==> config.mk <==
export PLATFORM = sky130hd
export DESIGN_NAME = ebi_top
export DESIGN_NICKNAME = d
export VERILOG_FILES = /design/src/ebi_pkg.sv /design/src/ebi_piece.sv /design/src/ebi_top.sv
export SDC_FILE = /design/constraint.sdc
export NUM_CORES = 1
export LEC_CHECK = 0
export ABC_AREA = 1
export BUFFER_PORTS_ARGS = -buffer_cell sky130_fd_sc_hd__buf_2
export CORE_MARGIN = 2
export CORE_UTILIZATION = 30
export CTS_CLUSTER_SIZE = 24
export DETAILED_ROUTE_END_ITERATION = 8
export SETUP_SLACK_MARGIN = 0.1
export SLEW_MARGIN = 20
export SYNTH_ARGS = -nofsm -noshare
export SYNTH_HDL_FRONTEND = slang
export SYNTH_SLANG_ARGS = --single-unit
==> constraint.sdc <==
create_clock -name clk_i -period 10.2 [get_ports clk_i]
set_input_delay 1.02 -clock clk_i [delete_from_list [all_inputs] [get_ports clk_i]]
set_output_delay 1.02 -clock clk_i [all_outputs]
set_load 0.05 [all_outputs]
==> src/ebi_pkg.sv <==
package ebi_pkg;

	// ------------------------------------------------------------
	// register map
	// ------------------------------------------------------------
	localparam logic [3:0] REG_MODE_OFS = 4'h0;
	localparam logic [3:0] REG_WIDTH_OFS = 4'h2;
	localparam logic [3:0] REG_STATUS_OFS = 4'h4;
	localparam logic [7:0] MODE_RST = 8'h00;
	localparam logic [15:0] WIDTH_RST = 16'h5555;
	localparam int MODE_SEP_BIT = 0;

	// ------------------------------------------------------------
	// address map
	// ------------------------------------------------------------
	localparam logic [23:0] INT_ROM_TOP = 24'h0FFFFF;
	localparam int AREA_MSB = 23;
	localparam int AREA_LSB = 21;

	// ------------------------------------------------------------
	// timing, in basic clocks (one output clock period)
	// ------------------------------------------------------------
	localparam int CLK_PER_BASIC = 2;
	localparam logic [1:0] ROM_SEQ_CLK = 2'h1;
	localparam logic [1:0] ROM_BRANCH_CLK = 2'h2;
	localparam logic [1:0] ROM_OPERAND_CLK = 2'h3;
	localparam logic [1:0] RAM_SEQ_CLK = 2'h1;
	localparam logic [1:0] RAM_BRANCH_CLK = 2'h2;
	localparam logic [1:0] RAM_OPERAND_CLK = 2'h1;

	// ------------------------------------------------------------
	// types
	// ------------------------------------------------------------
	typedef enum logic [1:0] {
		SZ_BYTE,
		SZ_HALF,
		SZ_WORD
	} ebi_size_t;

	typedef enum logic [1:0] {
		SP_EXT,
		SP_ROM,
		SP_RAM,
		SP_PERIPH
	} ebi_space_t;

	typedef enum logic [1:0] {
		AK_FETCH_SEQ,
		AK_FETCH_BRANCH,
		AK_OPERAND
	} ebi_kind_t;

	typedef struct packed {
		logic [23:0] addr;
		ebi_size_t size;
		logic write;
		logic [31:0] wdata;
		ebi_space_t space;
		ebi_kind_t kind;
		logic conflict;
	} ebi_req_t;

	typedef struct packed {
		logic [15:0] shared_addr_data_lines;
		logic shared_oe;
		logic [7:0] upper_address_lines;
		logic [15:0] lower_address_lines;
		logic address_latch_strobe;
		logic read_strobe_n;
		logic [1:0] byte_write_strobes_n;
		logic [3:0] chip_select_lines_n;
	} ebi_pins_t;

endpackage

==> src/ebi_piece.sv <==
`timescale 1ns/1ps
// ------------------------------------------------------------
// one bus cycle of a possibly misaligned access
// ------------------------------------------------------------
module ebi_piece (
	input wire logic a0_i,
	input wire logic [2:0] rem_i,
	input wire logic [1:0] boff_i,
	input wire logic wide_i,
	input wire logic [31:0] wdata_i,
	output logic two_o,
	output logic hi_o,
	output logic [15:0] data_o,
	output logic [1:0] wr_mask_o
);
	logic [7:0] b0;
	logic [7:0] b1;

	// pick the bytes of this piece, lower address first
	always_comb begin
		b0 = wdata_i[{boff_i, 3'h0} +: 8];
		b1 = wdata_i[{boff_i + 2'h1, 3'h0} +: 8];
	end

	// a halfword only when the bus is wide, the address even
	// and two bytes remain
	always_comb begin
		two_o = wide_i && !a0_i && (rem_i >= 3'h2);
		hi_o = wide_i && a0_i;
		if (two_o) begin
			data_o = {b1, b0};
			wr_mask_o = 2'b11;
		end else begin
			data_o = {b0, b0};
			wr_mask_o = hi_o ? 2'b10 : 2'b01;
		end
	end

endmodule

==> src/ebi_top.sv <==
`timescale 1ns/1ps
module ebi_top (
	input wire logic clk_i,
	input wire logic srst_i,
	input wire logic [3:0] reg_addr_i,
	input wire logic [15:0] reg_wdata_i,
	input wire logic reg_wr_i,
	input wire logic reg_rd_i,
	output logic [15:0] reg_rdata_o,
	input wire logic cpu_valid_i,
	input wire ebi_pkg::ebi_req_t cpu_req_i,
	output logic cpu_ready_o,
	output logic cpu_done_o,
	output logic [31:0] cpu_rdata_o,
	input wire logic [15:0] shared_addr_data_lines_i,
	input wire logic ext_wait_n_i,
	input wire logic bus_hold_request_n_i,
	output ebi_pkg::ebi_pins_t pins_o,
	output logic system_clock_output_o,
	output logic bus_hold_acknowledge_n_o
);

	// ------------------------------------------------------------
	// types and state
	// ------------------------------------------------------------
	typedef enum logic [2:0] {
		ST_IDLE,
		ST_T1,
		ST_T2,
		ST_TW,
		ST_LAST,
		ST_INT,
		ST_HOLD
	} ebi_state_t;

	ebi_state_t state;
	ebi_pkg::ebi_req_t cur;
	logic ph;
	logic sep_mode;
	logic [15:0] width_cfg;
	logic [1:0] boff;
	logic [2:0] rem;
	logic [1:0] lat;
	logic [31:0] rbuf;
	logic int_rom;
	logic periph;

	// synchronisers, first stages read only by second stages
	logic [15:0] din_s1;
	logic [15:0] din_s2;
	logic wait_s1;
	logic wait_s2;
	logic hold_s1;
	logic hold_s2;

	// ------------------------------------------------------------
	// helpers
	// ------------------------------------------------------------
	// chip-select area from the top address bits
	function automatic logic [1:0] area_of(input logic [23:0] a);
		logic [2:0] t;
		t = a[ebi_pkg::AREA_MSB:ebi_pkg::AREA_LSB];
		if (t[2])
			area_of = 2'h3; // upper 8 MB
		else if (t[1])
			area_of = 2'h2; // 4 MB
		else
			area_of = {1'b0, t[0]}; // two 2 MB blocks
	endfunction

	// program memory region covers the lowest megabyte
	function automatic logic is_rom(input ebi_pkg::ebi_req_t r);
		is_rom = (r.space == ebi_pkg::SP_ROM) ||
			((r.space == ebi_pkg::SP_EXT) &&
			(r.addr <= ebi_pkg::INT_ROM_TOP));
	endfunction

	// internal latency in basic clocks, less one
	function automatic logic [1:0] int_lat(input ebi_pkg::ebi_req_t r);
		logic rom;
		logic [1:0] n;
		rom = is_rom(r);
		case (r.kind)
			ebi_pkg::AK_FETCH_SEQ:
				n = rom ? ebi_pkg::ROM_SEQ_CLK : ebi_pkg::RAM_SEQ_CLK;
			ebi_pkg::AK_FETCH_BRANCH:
				n = rom ? ebi_pkg::ROM_BRANCH_CLK : ebi_pkg::RAM_BRANCH_CLK;
			default:
				n = rom ? ebi_pkg::ROM_OPERAND_CLK : ebi_pkg::RAM_OPERAND_CLK;
		endcase
		// a fetch that meets a data access waits one more
		if (r.conflict && (r.kind != ebi_pkg::AK_OPERAND))
			int_lat = n;
		else
			int_lat = n - 2'h1;
	endfunction

	function automatic logic [2:0] size_bytes(input ebi_pkg::ebi_size_t s);
		case (s)
			ebi_pkg::SZ_BYTE: size_bytes = 3'h1;
			ebi_pkg::SZ_HALF: size_bytes = 3'h2;
			default: size_bytes = 3'h4;
		endcase
	endfunction

	// ------------------------------------------------------------
	// current piece
	// ------------------------------------------------------------
	logic [23:0] paddr;
	logic [1:0] parea;
	logic pwide;
	logic ptwo;
	logic phi;
	logic [15:0] pdata;
	logic [1:0] pwr;
	logic [2:0] plen;

	// peripherals always see a 16-bit bus
	always_comb begin
		paddr = cur.addr + {22'h0, boff};
		parea = area_of(paddr);
		pwide = periph | width_cfg[{parea, 1'b0}];
		plen = ptwo ? 3'h2 : 3'h1;
	end

	// pieces walk upward from the lowest byte
	ebi_piece u_piece (
		.a0_i(paddr[0]),
		.rem_i(rem),
		.boff_i(boff),
		.wide_i(pwide),
		.wdata_i(cur.wdata),
		.two_o(ptwo),
		.hi_o(phi),
		.data_o(pdata),
		.wr_mask_o(pwr)
	);

	// ------------------------------------------------------------
	// pin synchronisers
	// ------------------------------------------------------------
	// two flops on every pin input before anything looks at it
	always_ff @(posedge clk_i) begin
		if (srst_i) begin
			din_s1 <= 16'h0000;
			din_s2 <= 16'h0000;
			wait_s1 <= 1'b1;
			wait_s2 <= 1'b1;
			hold_s1 <= 1'b1;
			hold_s2 <= 1'b1;
		end else begin
			din_s1 <= shared_addr_data_lines_i;
			din_s2 <= din_s1;
			wait_s1 <= ext_wait_n_i;
			wait_s2 <= wait_s1;
			hold_s1 <= bus_hold_request_n_i;
			hold_s2 <= hold_s1;
		end
	end

	// ------------------------------------------------------------
	// basic clock
	// ------------------------------------------------------------
	// the bus runs at half the core clock; states move when ph is high
	always_ff @(posedge clk_i) begin
		if (srst_i) begin
			ph <= 1'b0;
			system_clock_output_o <= 1'b0;
		end else begin
			ph <= ~ph;
			system_clock_output_o <= ph;
		end
	end

	// ------------------------------------------------------------
	// registers
	// ------------------------------------------------------------
	// mode bit resets to multiplexed; the no-op after a write is
	// software's job, the bit takes effect from the next clock, even mid-access
	always_ff @(posedge clk_i) begin
		if (srst_i) begin
			sep_mode <= ebi_pkg::MODE_RST[ebi_pkg::MODE_SEP_BIT];
			width_cfg <= ebi_pkg::WIDTH_RST;
		end else if (reg_wr_i) begin
			if (reg_addr_i == ebi_pkg::REG_MODE_OFS)
				sep_mode <= reg_wdata_i[ebi_pkg::MODE_SEP_BIT];
			if (reg_addr_i == ebi_pkg::REG_WIDTH_OFS)
				width_cfg <= reg_wdata_i;
		end
	end

	// read data one cycle after the strobe, zero otherwise
	always_ff @(posedge clk_i) begin
		if (srst_i) begin
			reg_rdata_o <= 16'h0000;
		end else if (reg_rd_i) begin
			case (reg_addr_i)
				ebi_pkg::REG_MODE_OFS:
					reg_rdata_o <= {15'h0000, sep_mode};
				ebi_pkg::REG_WIDTH_OFS:
					reg_rdata_o <= width_cfg;
				ebi_pkg::REG_STATUS_OFS:
					reg_rdata_o <= {12'h000, parea,
						~bus_hold_acknowledge_n_o,
						state != ST_IDLE};
				default:
					reg_rdata_o <= 16'h0000;
			endcase
		end else begin
			reg_rdata_o <= 16'h0000;
		end
	end

	// ------------------------------------------------------------
	// access sequencer
	// ------------------------------------------------------------
	// mux: T1, T2, TW*, LAST = 3+n; separate: T1, TW*, LAST = 2+n
	always_ff @(posedge clk_i) begin
		if (srst_i) begin
			state <= ST_IDLE;
			cur <= '0;
			boff <= 2'h0;
			rem <= 3'h0;
			lat <= 2'h0;
			int_rom <= 1'b0;
			periph <= 1'b0;
		end else if (ph) begin
			case (state)
				ST_IDLE: begin
					if (cpu_valid_i && cpu_ready_o) begin
						cur <= cpu_req_i;
						boff <= 2'h0;
						rem <= size_bytes(cpu_req_i.size);
						lat <= int_lat(cpu_req_i);
						int_rom <= is_rom(cpu_req_i);
						periph <= cpu_req_i.space == ebi_pkg::SP_PERIPH;
						// program-memory writes go out on the pins
						if (cpu_req_i.space == ebi_pkg::SP_RAM ||
							(is_rom(cpu_req_i) && !cpu_req_i.write))
							state <= ST_INT;
						else
							state <= ST_T1;
					end else if (!hold_s2) begin
						state <= ST_HOLD;
					end
				end
				ST_T1: begin
					if (!sep_mode)
						state <= ST_T2;
					else if (!wait_s2 && !periph)
						state <= ST_TW;
					else
						state <= ST_LAST;
				end
				ST_T2: begin
					state <= (!wait_s2 && !periph) ? ST_TW : ST_LAST;
				end
				ST_TW: begin
					// waits go on while the pin stays low
					if (wait_s2)
						state <= ST_LAST;
				end
				ST_LAST: begin
					boff <= boff + plen[1:0];
					rem <= rem - plen;
					state <= (rem == plen) ? ST_IDLE : ST_T1;
				end
				ST_INT: begin
					lat <= lat - 2'h1;
					if (lat == 2'h0)
						state <= ST_IDLE;
				end
				ST_HOLD: begin
					if (hold_s2)
						state <= ST_IDLE;
				end
				default: begin
					state <= ST_IDLE;
				end
			endcase
		end
	end

	// ------------------------------------------------------------
	// cpu answer
	// ------------------------------------------------------------
	// ready only in the half where a request can be taken
	always_ff @(posedge clk_i) begin
		if (srst_i)
			cpu_ready_o <= 1'b0;
		else
			cpu_ready_o <= (state == ST_IDLE) && !ph && hold_s2;
	end

	// done pulses for one core clock at the end of the access
	always_ff @(posedge clk_i) begin
		if (srst_i)
			cpu_done_o <= 1'b0;
		else
			cpu_done_o <= ph && (((state == ST_LAST) && (rem == plen)) ||
				((state == ST_INT) && (lat == 2'h0)));
	end

	// read bytes land at their offset, lower address first; the word is
	// merged combinationally so the last piece reaches the answer too,
	// and a first piece starts from zero so no stale bytes leak out
	logic [31:0] next_rbuf;
	always_comb begin
		next_rbuf = (boff == 2'h0) ? 32'h0000_0000 : rbuf;
		for (int i = 0; i < 4; i++) begin
			if (2'(i) == boff)
				next_rbuf[i*8 +: 8] = phi ? din_s2[15:8] : din_s2[7:0];
			else if (ptwo && (2'(i) == boff + 2'h1))
				next_rbuf[i*8 +: 8] = din_s2[15:8];
		end
	end

	// partial word kept between pieces
	always_ff @(posedge clk_i) begin
		if (srst_i)
			rbuf <= 32'h0000_0000;
		else if (ph && (state == ST_LAST) && !cur.write)
			rbuf <= next_rbuf;
	end

	// internal reads have no data path here; they answer zero
	always_ff @(posedge clk_i) begin
		if (srst_i)
			cpu_rdata_o <= 32'h0000_0000;
		else if (ph && (state == ST_LAST) && (rem == plen))
			cpu_rdata_o <= cur.write ? 32'h0000_0000 : next_rbuf;
		else if (ph && (state == ST_INT) && (lat == 2'h0))
			cpu_rdata_o <= 32'h0000_0000;
	end

	// ------------------------------------------------------------
	// pins
	// ------------------------------------------------------------
	logic ext_cyc;
	logic strobe_on;

	// peripheral and internal cycles never reach the pins
	always_comb begin
		ext_cyc = !periph && (state == ST_T1 || state == ST_T2 ||
			state == ST_TW || state == ST_LAST);
		strobe_on = ext_cyc && (sep_mode || state != ST_T1);
	end

	// pins are registered from the state, so they trail it by one clock
	always_ff @(posedge clk_i) begin
		if (srst_i) begin
			pins_o <= '0;
			pins_o.read_strobe_n <= 1'b1;
			pins_o.byte_write_strobes_n <= 2'b11;
			pins_o.chip_select_lines_n <= 4'hF;
		end else begin
			pins_o.address_latch_strobe <= 1'b0;
			pins_o.shared_oe <= 1'b0;
			pins_o.read_strobe_n <= !(strobe_on && !cur.write);
			pins_o.byte_write_strobes_n <= 2'b11;
			pins_o.chip_select_lines_n <= 4'hF;
			if (ext_cyc) begin
				pins_o.chip_select_lines_n[parea] <= 1'b0;
				pins_o.upper_address_lines <= paddr[23:16];
				if (strobe_on && cur.write)
					pins_o.byte_write_strobes_n <= ~pwr;
				if (sep_mode) begin
					// address on its own lines, no latch strobe
					pins_o.lower_address_lines <= paddr[15:0];
					pins_o.shared_addr_data_lines <= pdata;
					pins_o.shared_oe <= cur.write;
				end else if (state == ST_T1) begin
					// address phase on the shared lines
					pins_o.shared_addr_data_lines <= paddr[15:0];
					pins_o.shared_oe <= 1'b1;
					pins_o.address_latch_strobe <= 1'b1;
				end else begin
					pins_o.shared_addr_data_lines <= pdata;
					pins_o.shared_oe <= cur.write;
				end
			end
		end
	end

	// acknowledge follows the hold state; lines float meanwhile
	always_ff @(posedge clk_i) begin
		if (srst_i)
			bus_hold_acknowledge_n_o <= 1'b1;
		else
			bus_hold_acknowledge_n_o <= state != ST_HOLD;
	end

endmodule

## Word-level counts from Yosys, hierarchy flattened

Index checks and enable logic that the tools add are counted.

| cells by class | value |
|---|---|
| equality and inequality tests | 28 |
| add/subtract/negate cells | 6 |
| reduce and logical (&&, ||, !) cells | 64 |
| bitwise logic cells | 8 |
| mux-type cells | 51 |
| shifts and indexed selects | 2 |
| magnitude comparators | 5 |

Operators by type and width:

| operator | count |
|---|---|
| 32-bit 2-to-1 mux | 4 |
| 8-bit 2-to-1 mux | 9 |
| 32-bit by 6-bit variable part select with 8-bit output | 2 |
| 16-bit case mux with 3 select lines | 1 |
| 17-bit 2-to-1 mux | 2 |
| 1-bit logical AND | 27 |
| 3-bit 2-to-1 mux | 9 |
| 2-bit 2-to-1 mux | 13 |
| 24-bit by 2-bit adder with 24-bit output | 1 |
| 24-bit by 20-bit <= comparator with 1-bit output, second input constant | 1 |
| 3-bit case mux with 7 select lines | 1 |
| 16-bit 2-to-1 mux | 1 |
| 2-bit logical NOT | 6 |
| 2-bit case mux with 2 select lines | 3 |
| 3-bit case mux with 2 select lines | 2 |
| 3-bit == test, second input constant | 3 |
| 3-bit AND reduction | 3 |
| 2-bit == test, first input constant | 4 |
| 2-bit inequality test, second input constant | 4 |
| 1-bit logical NOT | 7 |
| 1-bit logical OR | 7 |
| 2-bit by 1-bit == test with 1-bit output, second input constant | 3 |
| 3-bit by 2-bit == test with 1-bit output, second input constant | 2 |
| 3-bit inequality test, second input constant | 2 |
| other kinds (31) | 47 |

| word-level totals | value |
|---|---|
| logic and storage cells | 196 |
| bits of input ports | 107 |
| output and inout port bits | 101 |
| register bits after elaboration | 255 |

## Depth between registers and ports, before layout

Gate-level depths: netlist of run 1.

| depth | value |
|---|---|
| depth in word-level cells | 13 |
| mapped depth | 22 |
| depth with buffers taken out | 21 |

## Hierarchy

From an unflattened synthesis of run 1, not the netlist that was laid out.

| unflattened totals | value |
|---|---|
| cell total of the unflattened synthesis | 1530 |
| area, all modules | 11200.7 µm² |

Modules (own cells, without submodules):

| module | times used | seq. area each (µm²) | area each (µm²) | cells each |
|---|---|---|---|---|
| ebi_top | 1 | 5104.9 | 10392.5 | 1354 |
| ebi_piece | 1 | 0.0 | 808.3 | 176 |

## Worst setup path before layout of run 1

Ideal clock, no wire load.

| path | value |
|---|---|
| path kind | reg2reg |
| start point | register boff[1] |
| end point | register cpu_rdata_o[29] |
| stages on the path, launching flop included | 22 |
| clock period less this slack | 4.038 ns |
| data arrival time | 3.968 ns |
| setup slack | 6.162 ns |
| cells stage by stage | dfxtp_1 clkbuf_1 clkinv_1 fa_1 inv_1 nand2_2 nor3_4 nand2_1 nand2_1 nand2_2 nor2_2 nand2_2 nand3_4 nand2_2 ha_1 nand3_1 nor2_2 a31oi_1 nor2_2 buf_2 nand4_1 a21oi_1 |

| on the way | value |
|---|---|
| longest elaborated chain between the ends | 13 |
| elaborated cells between the ends (all ways) | 24 |
| classes of those cells | add/sub (2); eq/ne (3); mux (11); bitwise (1); reduce/logical (7) |

RTL lines:

| element | line | source |
|---|---|---|
| start, declared | ebi_top.sv:41 | `logic [1:0] boff;` |
| start signal, assigned | ebi_top.sv:264 | `boff <= boff + plen[1:0];` |
| 24-bit by 2-bit adder with 24-bit output | ebi_top.sv:120 | `paddr = cur.addr + {22'h0, boff};` |
| 2-bit 2-to-1 mux | ebi_top.sv:65 | `else if (t[1])` |
| 2-bit 2-to-1 mux | ebi_top.sv:63 | `if (t[2])` |
| 1-bit binary-select mux with 2-bit select | ebi_top.sv:122 | `pwide = periph \| width_cfg[{parea, 1'b0}];` |
| 1-bit 2-to-1 mux (implied by the code) | ebi_top.sv:122 |  |
| 1-bit bitwise OR | ebi_top.sv:122 |  |
| 1-bit logical AND (2 in a row) | ebi_piece.sv:28 | `two_o = wide_i && !a0_i && (rem_i >= 3'h2);` |
| 1-bit logical AND | ebi_top.sv:313 | `else if (ptwo && (2'(i) == boff + 2'h1))` |
| 8-bit 2-to-1 mux | ebi_top.sv:313 |  |
| 8-bit 2-to-1 mux | ebi_top.sv:311 | `if (2'(i) == boff)` |
| 32-bit 2-to-1 mux | ebi_top.sv:331 | `cpu_rdata_o <= cur.write ? 32'h0000_0000 : next_rbuf;` |
| 32-bit 2-to-1 mux | ebi_top.sv:330 | `else if (ph && (state == ST_LAST) && (rem == plen))` |
| end signal, assigned | ebi_top.sv:331 |  |
| end, declared | ebi_top.sv:14 | `output logic [31:0] cpu_rdata_o,` |

Parallel ways exist; a longest one is shown, timed or not. The select of a mux whose other input is x is not followed.
A chain may end at the register's enable or synchronous reset.

## Worst setup path after layout of run 1

| path | value |
|---|---|
| start point | register boff[1] |
| end point | register cpu_rdata_o[21] |

The elaborated chain is that of the path after synthesis.

==> impl_metrics.csv, run 1 <==
group,metric,value,unit
global_route,grt_util_met1,24.3,%
worst_setup_path,crit_arrival,5.98,ns
clock_tree,path_clk_slew,0.06,ns
cells_and_area,area_delta_synth_final,22.0,%
worst_hold_path,hold_path_class,"reg2reg",
placed_design,gp_congestion,0.863,
clock_tree,cts.sinks,255,
power,p_sw,0.638,mW
run,max-cap-violations,0,
worst_setup_path,critPathKind,"reg2reg",
route,antenna_left,0,
sta,holdWs,0.395,ns
sta,rsz0062_at_grt,"false",
power,ir_worst_vdd,0.124,mV
floorplanning,row_count,71,
placed_design,dp_hpwl,26200,µm
worst_setup_path,end_kind,"flip-flop",
route,wl_per_cell,16.1,µm
route,drt-initial-drc-count,878,
cells_and_area,n_antenna_cell,0,
cells_and_area,final_cell_area,0.0140,mm²
power,p_total,2.48,mW
sta,tns,0,ns
floorplanning,ios,208,
floorplanning,die_w,200,µm
synthesis,syn_area,0.0115,mm²
global_route,gr-max-usage-layer,"met2",
floorplanning,dieHeight,200,µm
worst_setup_path,max_stage_delay,0.66,ns
cells_and_area,final_net_count,1874,
global_route,grt_pass1_vias,10700,
synthesis,synth_top_cell_area_share,44.4,%
power,leakage,5.96,nW
worst_setup_path,required,10.67,ns
power,combPwrFrac,9.8,%
sta,slew_viol_final,0,
floorplanning,initial_core_util,30.5,%
global_route,grt_usage,18.3,%
synthesis,yosysWarnings,0,
power,netSwitchingFraction,25.7,%
placed_design,place_area,0.0129,mm²
synthesis,yosysUniqueCellTypes,39,
sta,fin_crit,5.50,ns
route,firstDrtPassIters,5,
worst_setup_path,rrSetupSlack,4.70,ns
worst_setup_path,crit_buf_inv,5,
clock_tree,htreeDepth,1,
sta,finalSetupViolCount,0,
worst_setup_path,cpLargestDelayFamily,"simple AND/OR/NAND/NOR gates",
sta,skew,0.0182,ns
clock_tree,post_cts_buffers,0,
synthesis,synth_area_leaders,"dfxtp_1, nand2_1, nor2_1, o21ai_0, a21oi_1",
cells_and_area,drive_above_1_share,18.1,%
clock_tree,cts_resized,0,
route,wl,36800,µm
synthesis,syn_nets,1714,
sta,relSlewSlack,27.2,%
power,clkPwrFrac,48.0,%
sta,finalHoldViolations,0,
worst_setup_path,critical_path.most_common_cell,"nand2_2",
outcome,status,"finished, final reports clean",
clock_tree,cts_root_buf,"clkbuf_16",
synthesis,netlist_instances,1591,
placed_design,io_buffers,207,
clock_tree,tritoncts,"done",
power,internal-power,1.84,mW
synthesis,yosysTopAreaCell,"dfxtp_1",
worst_setup_path,cpMaxStageDelayCell,"dfxtp_1",
power,p_seq_share,42.2,%
worst_setup_path,startpoint_type,"flip-flop",
sta,max_freq,0.182,GHz
clock_tree,clk_path_buf_depth,3,
floorplanning,die_area,0.0399,mm²
global_route,grtUsageMet2,29.3,%
worst_setup_path,critPathMaxFanout,46,
global_route,grt_max_degree,80,
route,vias,11200,
sta,period_share,54.0,%
synthesis,synth_seq_cells,255,
global_route,antenna_found_initial,4,
placed_design,pre_cts_slack,4.67,ns
power,power.density,177,mW/mm²
clock_tree,clock_latency,0.56,ns
global_route,grt_pass1_wl,57400,µm
cells_and_area,fill_cells,4050,
route,drcViolationCount,0,
floorplanning,core_area,0.0377,mm²
clock_tree,cts_buffers,30,
sta,layout_setup_ws,4.70,ns
global_route,met3_usage,3.86,%
synthesis,ys_seq_area_share,44.4,%
global_route,grt-ovfl-total,0,
worst_setup_path,path_cells,"clkinv_1 -> fa_1 -> inv_1 -> nand2_2 -> nor3_4 -> nand2_1 -> nand2_1 -> nand2_2 -> inv_2 -> nor2_1 -> nor2_1 -> nand3_4 -> nand2_2 -> ha_1 -> nand3_1 -> nor2_2 -> a31oi_2 -> buf_4 -> nor2_2 -> buf_4 -> nand4_1 -> a21oi_1",
synthesis,avgSynthCellArea,7.22,µm²
clock_tree,ctsHoldBuffers,0,
route,vias_per_cell,4.90,
sta,tightest_slew,1.09,ns
==> registers in the layout (all words and copies together) (netlist names), 2 cells and up <==
| signal | cells |
|---|---|
| rbuf | 32 |
| din_s1 | 16 |
| cpu_rdata_o | 32 |
| reg_rdata_o | 16 |
| cur | 57 |
| width_cfg | 16 |
| state | 3 |
| lat | 2 |
| rem | 3 |
| pins_o | 49 |
| boff | 2 |
| din_s2 | 16 |
==> power groups by stage <==
| stage | Clock, mW | Combinational (mW) | Sequential, mW |
|---|---|---|---|
| after floorplan | 0 | 0.146 | 1.08 |
| after global placement | 0 | 0.240 | 1.07 |
| after detailed placement | 0 | 0.242 | 1.07 |
| after CTS | 1.21 | 0.243 | 1.05 |
| after global routing | 1.26 | 0.269 | 1.05 |
| final | 1.19 | 0.243 | 1.05 |
==> cell type report <==
cell class	instances	area (µm²)	share of cell area [%]
repair buffers	219	1130	8.06
multi-input cells	1075	5390	38.5
flip-flops and latches	255	5100	36.4
clock inverters	19	282	2.01
well taps	511	639	4.56
inverters	170	638	4.55
clock buffers	37	828	5.91
==> cell usage in the layout, fill, tap and decap left out, types with 2 or more instances in the layout <==
cell type,synthesis,final
o21ai_0,133,133
bufinv_16,0,7
dfxtp_1,255,255
nand2_2,7,7
nor3_1,20,20
inv_2,4,7
clkbuf_1,80,3
o22ai_1,7,7
nor2_2,10,12
xor2_1,17,17
clkbuf_16,0,31
buf_4,1,13
inv_1,164,162
nand3_2,3,3
clkinvlp_4,0,3
or2_2,6,6
a32o_1,2,2
a21oi_1,132,131
clkinv_2,0,8
nand3_1,131,131
a211oi_1,2,2
nor4_1,6,6
clkbuf_8,0,3
buf_2,6,206
o2111ai_1,6,6
fa_1,2,2
xnor2_1,2,2
o211ai_1,12,12
nand4_1,54,54
nand3_4,10,10
ha_1,14,14
nor2_1,214,212
nand2_1,268,268
o221ai_1,10,10
==> metrics by stage <==
| step | utilization (%) | std cells |
|---|---|---|
| global route | 37.2 | 2286 |
| CTS | 37.2 | 2286 |
| global placement | 34.2 | 2230 |
| finish | 37.2 | 2286 |
| detailed placement | 34.2 | 2230 |
| floorplan | - | 1591 |
==> worst min-delay path, stage by stage, from the launching register on <==
cell and delay [ns]:
dfxtp_1 0.29, inv_1 0.04, nor2_1 0.03
==> cells by family after synthesis <==
kind of cell / count (synthesis) / synth area share [%]
simple gates: 732 / 29.0
compound gates: 308 / 14.5
buf+inv: 261 / 8.77
flops: 255 / 44.4
xor+xnor: 19 / 1.45
fa+ha+maj: 16 / 1.87
==> metal layers <==
metal	wire length [µm]	part of all wire, %
met1	16400	45
met2	16600	45
met3	2680	7.3
met4	998	2.7
met5	46	0.12
==> Yosys cell counts <==
cell,count
a211oi_1,2
a21oi_1,132
a22oi_1,1
a31oi_1,1
a32o_1,2
buf_1,3
buf_12,1
buf_2,6
buf_4,1
clkbuf_1,80
clkinv_1,2
dfxtp_1,255
fa_1,2
ha_1,14
inv_1,164
inv_2,4
nand2_1,268
nand2_2,7
nand2_4,1
nand3_1,131
nand3_2,3
nand3_4,10
nand4_1,54
nor2_1,214
nor2_2,10
nor2_4,1
nor3_1,20
nor3_4,1
nor4_1,6
o2111ai_1,6
o211ai_1,12
o21a_1,1
o21ai_0,133
o221ai_1,10
o22ai_1,7
o31ai_1,1
or2_2,6
xnor2_1,2
xor2_1,17
==> worst paths after layout <==
check,from,end,cells after the start
setup reg to reg,boff[1],cpu_rdata_o[21],22
hold reg to reg,din_s1[15],din_s2[15],2
setup / recovery,boff[1],cpu_rdata_o[21],22
hold / removal,din_s1[15],din_s2[15],2
No activity file was read; power rests on OpenSTA's default activity.
==> run 2, diff against run 1 <==
Settings changed: ABC_AREA 1 to 0.
Clock period 10.2 ns to 5.5 ns, I/O delays scaled along.
==> run 2 against run 1 <==
Clock power up 63%; global-route usage down 1.0 points; largest power group is now registers; critical path type unchanged; die area down 1.7%; highest routed layer unchanged; critical endpoint is now cpu_rdata_o[9]; clock skew up 0.016 ns.
==> impl_metrics.csv, run 2 <==
group,metric,value,unit
route,wl_per_cell,17.3,µm
placed_design,pre_cts_slack,0.795,ns
synthesis,yosysTopAreaCell,"dfxtp_1",
synthesis,yosysUniqueCellTypes,67,
floorplanning,row_count,71,
synthesis,synth_common_cells,"dfxtp_1, nand2_1, nor2_1, a21oi_1, nand3_1",
synthesis,synthFlopType,"dfxtp_1",
cells_and_area,fin_util,36.5,%
clock_tree,cts.sinks,255,
sta,finalSetupViolCount,0,
worst_hold_path,hold_depth,3,
cells_and_area,final_net_count,1586,
power,p_total,4.34,mW
clock_tree,post_cts_buffers,0,
clock_tree,tritoncts,"done",
global_route,antenna_found_initial,3,
sta,slew_viol_final,0,
power,ir_worst_vdd,0.263,mV
global_route,grt_usage,17.2,%
placed_design,dp_hpwl,24500,µm
floorplanning,core_area,0.0374,mm²
floorplanning,dieHeight,198,µm
cells_and_area,final_cell_mix,"dfxtp_1, nand2_1, buf_2",
worst_setup_path,r2r_start,"cur[40]",
power,leakage,5.21,nW
clock_tree,cts_buffers,29,
synthesis,synth_xor_area_share,1.85,%
sta,relSlewSlack,29.5,%
route,wl,34600,µm
sta,tns,0,ns
synthesis,avgSynthCellArea,8.61,µm²
power,power.density,318,mW/mm²
sta,max_freq,0.207,GHz
clock_tree,ctsHoldBuffers,0,
global_route,grt_pass1_vias,9381,
worst_setup_path,startpoint_type,"flip-flop",
clock_tree,clock_latency,0.58,ns
synthesis,synth_compound_area_share,17.6,%
route,firstDrtPassIters,7,
sta,period_share,88.0,%
placed_design,io_buffers,207,
synthesis,synth_fa_ha_area_share,1.91,%
run,max-cap-violations,0,
clock_tree,cts_resized,0,
cells_and_area,largest-register,"cur",
worst_setup_path,critPathKind,"reg2reg",
global_route,grt_max_degree,84,
synthesis,syn_area,0.0113,mm²
floorplanning,die_w,198,µm
worst_setup_path,crit_arrival,5.33,ns
worst_setup_path,rrSetupSlack,0.66,ns
worst_setup_path,end_kind,"flip-flop",
synthesis,synth_top_family_by_area,"simple AND/OR/NAND/NOR gates",
route,drt-initial-drc-count,651,
floorplanning,ios,208,
synthesis,synth_top_cell_area_share,45.2,%
synthesis,yosysWarnings,0,
route,vias_per_cell,5.06,
global_route,grt_pass1_wl,53400,µm
synthesis,ys_seq_area_share,45.2,%
worst_hold_path,hold_path_class,"in2reg",
cells_and_area,largest_reg_flops,57,
clock_tree,cts_root_buf,"clkbuf_16",
synthesis,synth.mux.area_fraction,4.98,%
sta,skew,0.0337,ns
worst_setup_path,r2r.worst_path.cells,19,
global_route,grt-ovfl-total,0,
floorplanning,initial_core_util,30.2,%
cells_and_area,area_delta_synth_final,20.8,%
synthesis,ys_async_sr_fraction,0,%
cells_and_area,final_common_cell,"dfxtp_1",
sta,layout_setup_ws,0.659,ns
route,antenna_left,0,
cells_and_area,reg_top3,"cur: 57 flops, pins_o: 49 flops",
sta,rsz0062_at_grt,"false",
synthesis,netlist_instances,1311,
clock_tree,clk_path_buf_depth,3,
floorplanning,die_area,0.0392,mm²
worst_setup_path,critPathMaxFanout,66,
worst_hold_path,holdPathEnd,"width_cfg[4]",
route,vias,10100,
synthesis,synth_seq_cells,255,
sta,tightest_slew,1.06,ns
cells_and_area,fill_cells,3890,
cells_and_area,drive_above_1_share,21.3,%
synthesis,synth-edff-count,0,
worst_setup_path,timing.rr.end,"cpu_rdata_o[9]",
worst_setup_path,cpMaxStageDelayCell,"buf_4",
outcome,status,"finished, final reports clean",
synthesis,synth_area_leaders,"dfxtp_1, nand2_1, a21oi_1, nand3_1, nor2_1",
placed_design,gp_congestion,0.869,
sta,fin_crit,4.84,ns
worst_setup_path,path_cells,"ha_1 -> inv_1 -> fa_1 -> nand4b_1 -> nor4_4 -> a2bb2oi_1 -> and4bb_2 -> o221ai_4 -> nand2_1 -> ha_1 -> nand2_1 -> nor2_1 -> a22o_1 -> and2_1 -> inv_1 -> nor2_4 -> buf_4 -> a32oi_1 -> nand3_1",
clock_tree,htreeDepth,1,
sta,finalHoldViolations,0,
route,drcViolationCount,0,
worst_hold_path,hp-start,"reg_wdata_i[4]",
synthesis,synthMostInstantiatedCell,"dfxtp_1",
synthesis,syn_nets,1434,
worst_setup_path,max_stage_delay,0.54,ns
synthesis,synth-simple-area-share,23.8,%
worst_setup_path,required,5.99,ns
clock_tree,path_clk_slew,0.06,ns
[run 2: how the worst max path moves through the flow]
| stage | slack, ns | endpoint | from | cells past startpoint |
|---|---|---|---|---|
| 2_1_floorplan | 0.89 | cpu_rdata_o[10] | boff[1] | 22 |
| 3_3_place_gp | 1.01 | cpu_rdata_o[27] | cur[40] | 19 |
| 3_5_place_dp | 0.79 | cpu_rdata_o[29] | cur[40] | 19 |
| 4_1_cts | 0.71 | cpu_rdata_o[29] | cur[40] | 19 |
| 5_1_grt | 0.35 | cpu_rdata_o[31] | boff[0] | 19 |
| 6_report | 0.66 | cpu_rdata_o[9] | cur[40] | 19 |
[run 2: area by class of cell]
type                            instances  area [µm²]  share of cell area (%)
Antenna cell                            1        2.50                  0.0184
Clock buffer                           42         855                    6.27
Clock inverter                          8         108                   0.789
Inverter                               24        90.1                   0.661
Multi-Input combinational cell        933        5700                    41.8
Sequential cell                       255        5100                    37.4
Tap cell                              511         639                    4.69
Timing Repair Buffer                  220        1140                    8.33
[run 2: per-stage QoR]
step | hold slack [ns] | std cells | instance area [µm²]
floorplan | 0.389 | 1311 | 11300
global placement | 0.399 | 1943 | 12700
detailed placement | 0.405 | 1943 | 12700
CTS | 0.160 | 1993 | 13600
global route | 0.173 | 1993 | 13600
finish | 0.182 | 1994 | 13600
[run 2: worst max-delay path, delay by kind of cell (launching register included)]
family | cells | cell delay, ns
compound gates | 4 | 0.54
buf+inv | 3 | 0.71
flops | 1 | 0.33
fa+ha+maj | 3 | 1.06
simple gates | 9 | 2.08
[run 2: power by group]
| group | internal [mW] | switching (mW) |
|---|---|---|
| logic | 0.137 | 0.308 |
| clock network | 1.17 | 0.776 |
| registers | 1.90 | 0.0534 |
[run 2: cell families (layout without fill, tap and decap cells)]
logic type / count (synthesis) / after routing
and+or+nand+nor: 571 / 571
DFF: 255 / 255
xor gates and xnor gates: 23 / 23
buffers and inverters: 123 / 294
other: 0 / 1
adders and majority gates: 16 / 16
AOI/OAI and AO/OA: 287 / 287
muxes: 36 / 36
[run 2: per-layer routing]
metal,vias to the layer above,wire length [µm],global-route usage (%)
li1,4933,-,-
met1,4783,15800,23.7
met2,306,15500,26.7
met3,64,2030,3.08
met4,4,1190,6.93
met5,-,25,0
==> run 3, diff against run 2 <==
Clock period 5.5 ns to 5.01 ns, I/O delays scaled along.
==> run 3 against run 2 <==
Clock power up 29%; cell count up 0.30%; critical path type unchanged; combinational power up 9.4%.
==> impl_metrics.csv, run 3 (synthesis gave the netlist of run 2 again) <==
group,metric,value,unit
floorplanning,ios,208,
worst_setup_path,crit_buf_inv,3,
outcome,status,"finished, final reports clean",
placed_design,pre_cts_slack,0.768,ns
clock_tree,tritoncts,"done",
route,vias,10100,
cells_and_area,largest-register,"cur",
run,max-cap-violations,0,
worst_setup_path,critPathMaxFanout,66,
sta,rsz0062_at_grt,"false",
sta,slew_viol_final,0,
clock_tree,cts_buffers,29,
worst_hold_path,hold_path_class,"in2reg",
clock_tree,cts_root_buf,"clkbuf_16",
floorplanning,row_count,71,
global_route,grt_pass1_wl,54900,µm
worst_setup_path,required,5.49,ns
cells_and_area,fill_cells,3819,
clock_tree,cts_resized,0,
worst_setup_path,rrSetupSlack,0.71,ns
global_route,antenna_found_initial,2,
floorplanning,initial_core_util,30.2,%
worst_setup_path,r2r_start,"boff[0]",
placed_design,dp_hpwl,24600,µm
sta,tns,0,ns
floorplanning,dieHeight,198,µm
cells_and_area,largest_reg_flops,57,
clock_tree,post_cts_buffers,0,
sta,relSlewSlack,28.1,%
placed_design,place_area,0.0127,mm²
global_route,grt_max_degree,82,
global_route,grt_usage,17.6,%
placed_design,io_buffers,207,
worst_setup_path,crit_arrival,4.78,ns
sta,layout_setup_ws,0.713,ns
worst_setup_path,cpLargestDelayFamily,"simple AND/OR/NAND/NOR gates",
power,ir_worst_vdd,0.269,mV
worst_setup_path,max_stage_delay,0.55,ns
sta,skew,0.0275,ns
worst_setup_path,path_cells,"ha_1 -> inv_1 -> fa_1 -> nand4b_1 -> nor4_4 -> a2bb2oi_1 -> and4bb_2 -> o221ai_4 -> nand2_1 -> ha_1 -> nand2_1 -> nor2_1 -> a22o_1 -> and2_1 -> inv_1 -> nor2_4 -> buf_4 -> a32oi_1 -> o21ai_0",
worst_setup_path,r2r.worst_path.cells,19,
sta,finalSetupViolCount,0,
cells_and_area,reg_top3,"cur: 57 flops, pins_o: 49 flops",
worst_setup_path,cpMaxStageDelayCell,"buf_4",
cells_and_area,seq_area,0.00510,mm²
route,wl_met1,16100,µm
route,vias_per_cell,5.07,
clock_tree,htreeDepth,1,
route,antenna_left,0,
clock_tree,clk_path_buf_depth,3,
cells_and_area,final_cell_mix,"dfxtp_1, nand2_1, buf_2",
route,drt-initial-drc-count,733,
floorplanning,die_area,0.0392,mm²
sta,finalHoldViolations,0,
clock_tree,cts.sinks,255,
route,wl,35000,µm
sta,max_freq,0.233,GHz
route,maxUsedRoutingLayer,"met4",
worst_setup_path,timing.rr.end,"cpu_rdata_o[31]",
cells_and_area,multi_input_area,0.00570,mm²
route,firstDrtPassIters,5,
power,leakage,5.31,nW
power,power.density,372,mW/mm²
global_route,grt_pass1_vias,9909,
sta,fin_crit,4.30,ns
route,wl_met2,16000,µm
route,route.met3.wl,2030,µm
floorplanning,die_w,198,µm
cells_and_area,final_common_cell,"dfxtp_1",
worst_setup_path,end_kind,"flip-flop",
cells_and_area,final_net_count,1588,
global_route,grt-ovfl-total,0,
route,drcViolationCount,0,
cells_and_area,final_cell_area,0.0138,mm²
sta,tightest_slew,1.08,ns
worst_setup_path,critPathKind,"reg2reg",
clock_tree,ctsHoldBuffers,0,
clock_tree,path_clk_slew,0.06,ns
placed_design,gp_congestion,0.881,
cells_and_area,area_delta_synth_final,22.6,%
worst_setup_path,crit_start,"boff[0]",
sta,period_share,85.8,%
worst_setup_path,worstSetupPathDepth,19,
worst_setup_path,startpoint_type,"flip-flop",
route,wl_per_cell,17.5,µm
cells_and_area,drive_above_1_share,21.8,%
worst_setup_path,endpoint,"cpu_rdata_o[31]",
clock_tree,clock_latency,0.58,ns
floorplanning,core_area,0.0374,mm²
-- run 3: cell types whose count changed in the layout (fill, tap and decap cells not counted), moves of 2 or more --
cell,before,now
buf_4,14,16
bufinv_16,2,8
clkbuf_1,5,3
clkinv_2,4,2
-- run 3: metal layers --
layer / global-route usage (%) / vias up
met4: 5.88 / 0
met3: 2.90 / 57
li1: - / 4950
met2: 28.4 / 316
met1: 23.8 / 4808
met5: 0 / -
-- run 3: area by class of cell --
type | instances | share of cell area [%]
Multi-Input combinational cell | 933 | 41.2
Sequential cell | 255 | 36.9
Timing Repair Buffer | 222 | 8.32
Clock buffer | 41 | 6.22
Tap cell | 511 | 4.62
Clock inverter | 13 | 2.08
Inverter | 24 | 0.651
Antenna cell | 1 | 0.0181
-- run 3: report_power, final --
part | switching [mW] | internal [mW] | total [mW]
sequential | 0.0580 | 2.09 | 2.14
clock | 0.903 | 1.61 | 2.51
combinational | 0.335 | 0.152 | 0.487
-- run 3: how the worst min path moves through the flow --
stage,from,to,depth (start not counted)
6_report,reg_wdata_i[10],width_cfg[10],3
5_1_grt,bus_hold_request_n_i,hold_s1,2
4_1_cts,reg_wdata_i[10],width_cfg[10],3
3_5_place_dp,wait_s1,wait_s2,1
3_3_place_gp,wait_s1,wait_s2,1
2_1_floorplan,hold_s1,hold_s2,1
-- run 3: worst reg2reg max path, delay by kind of cell, from the launching register on --
kind	cells	cell delay, ns
buffers and inverters	3	0.71
AO/OA/AOI/OAI	5	0.65
adder cells (fa/ha/maj)	3	0.90
AND/OR/NAND/NOR	8	1.60
flip-flops	1	0.34
-- run 3: metrics by stage --
step	std cells	hold slack, ns	util [%]	total power [mW]
global placement	1945	0.399	33.9	2.67
global route	2000	0.119	37.0	5.32
floorplan	1311	0.389	-	2.51
finish	2000	0.129	37.0	5.15
detailed placement	1945	0.403	33.9	2.68
CTS	1999	0.103	37.0	5.20
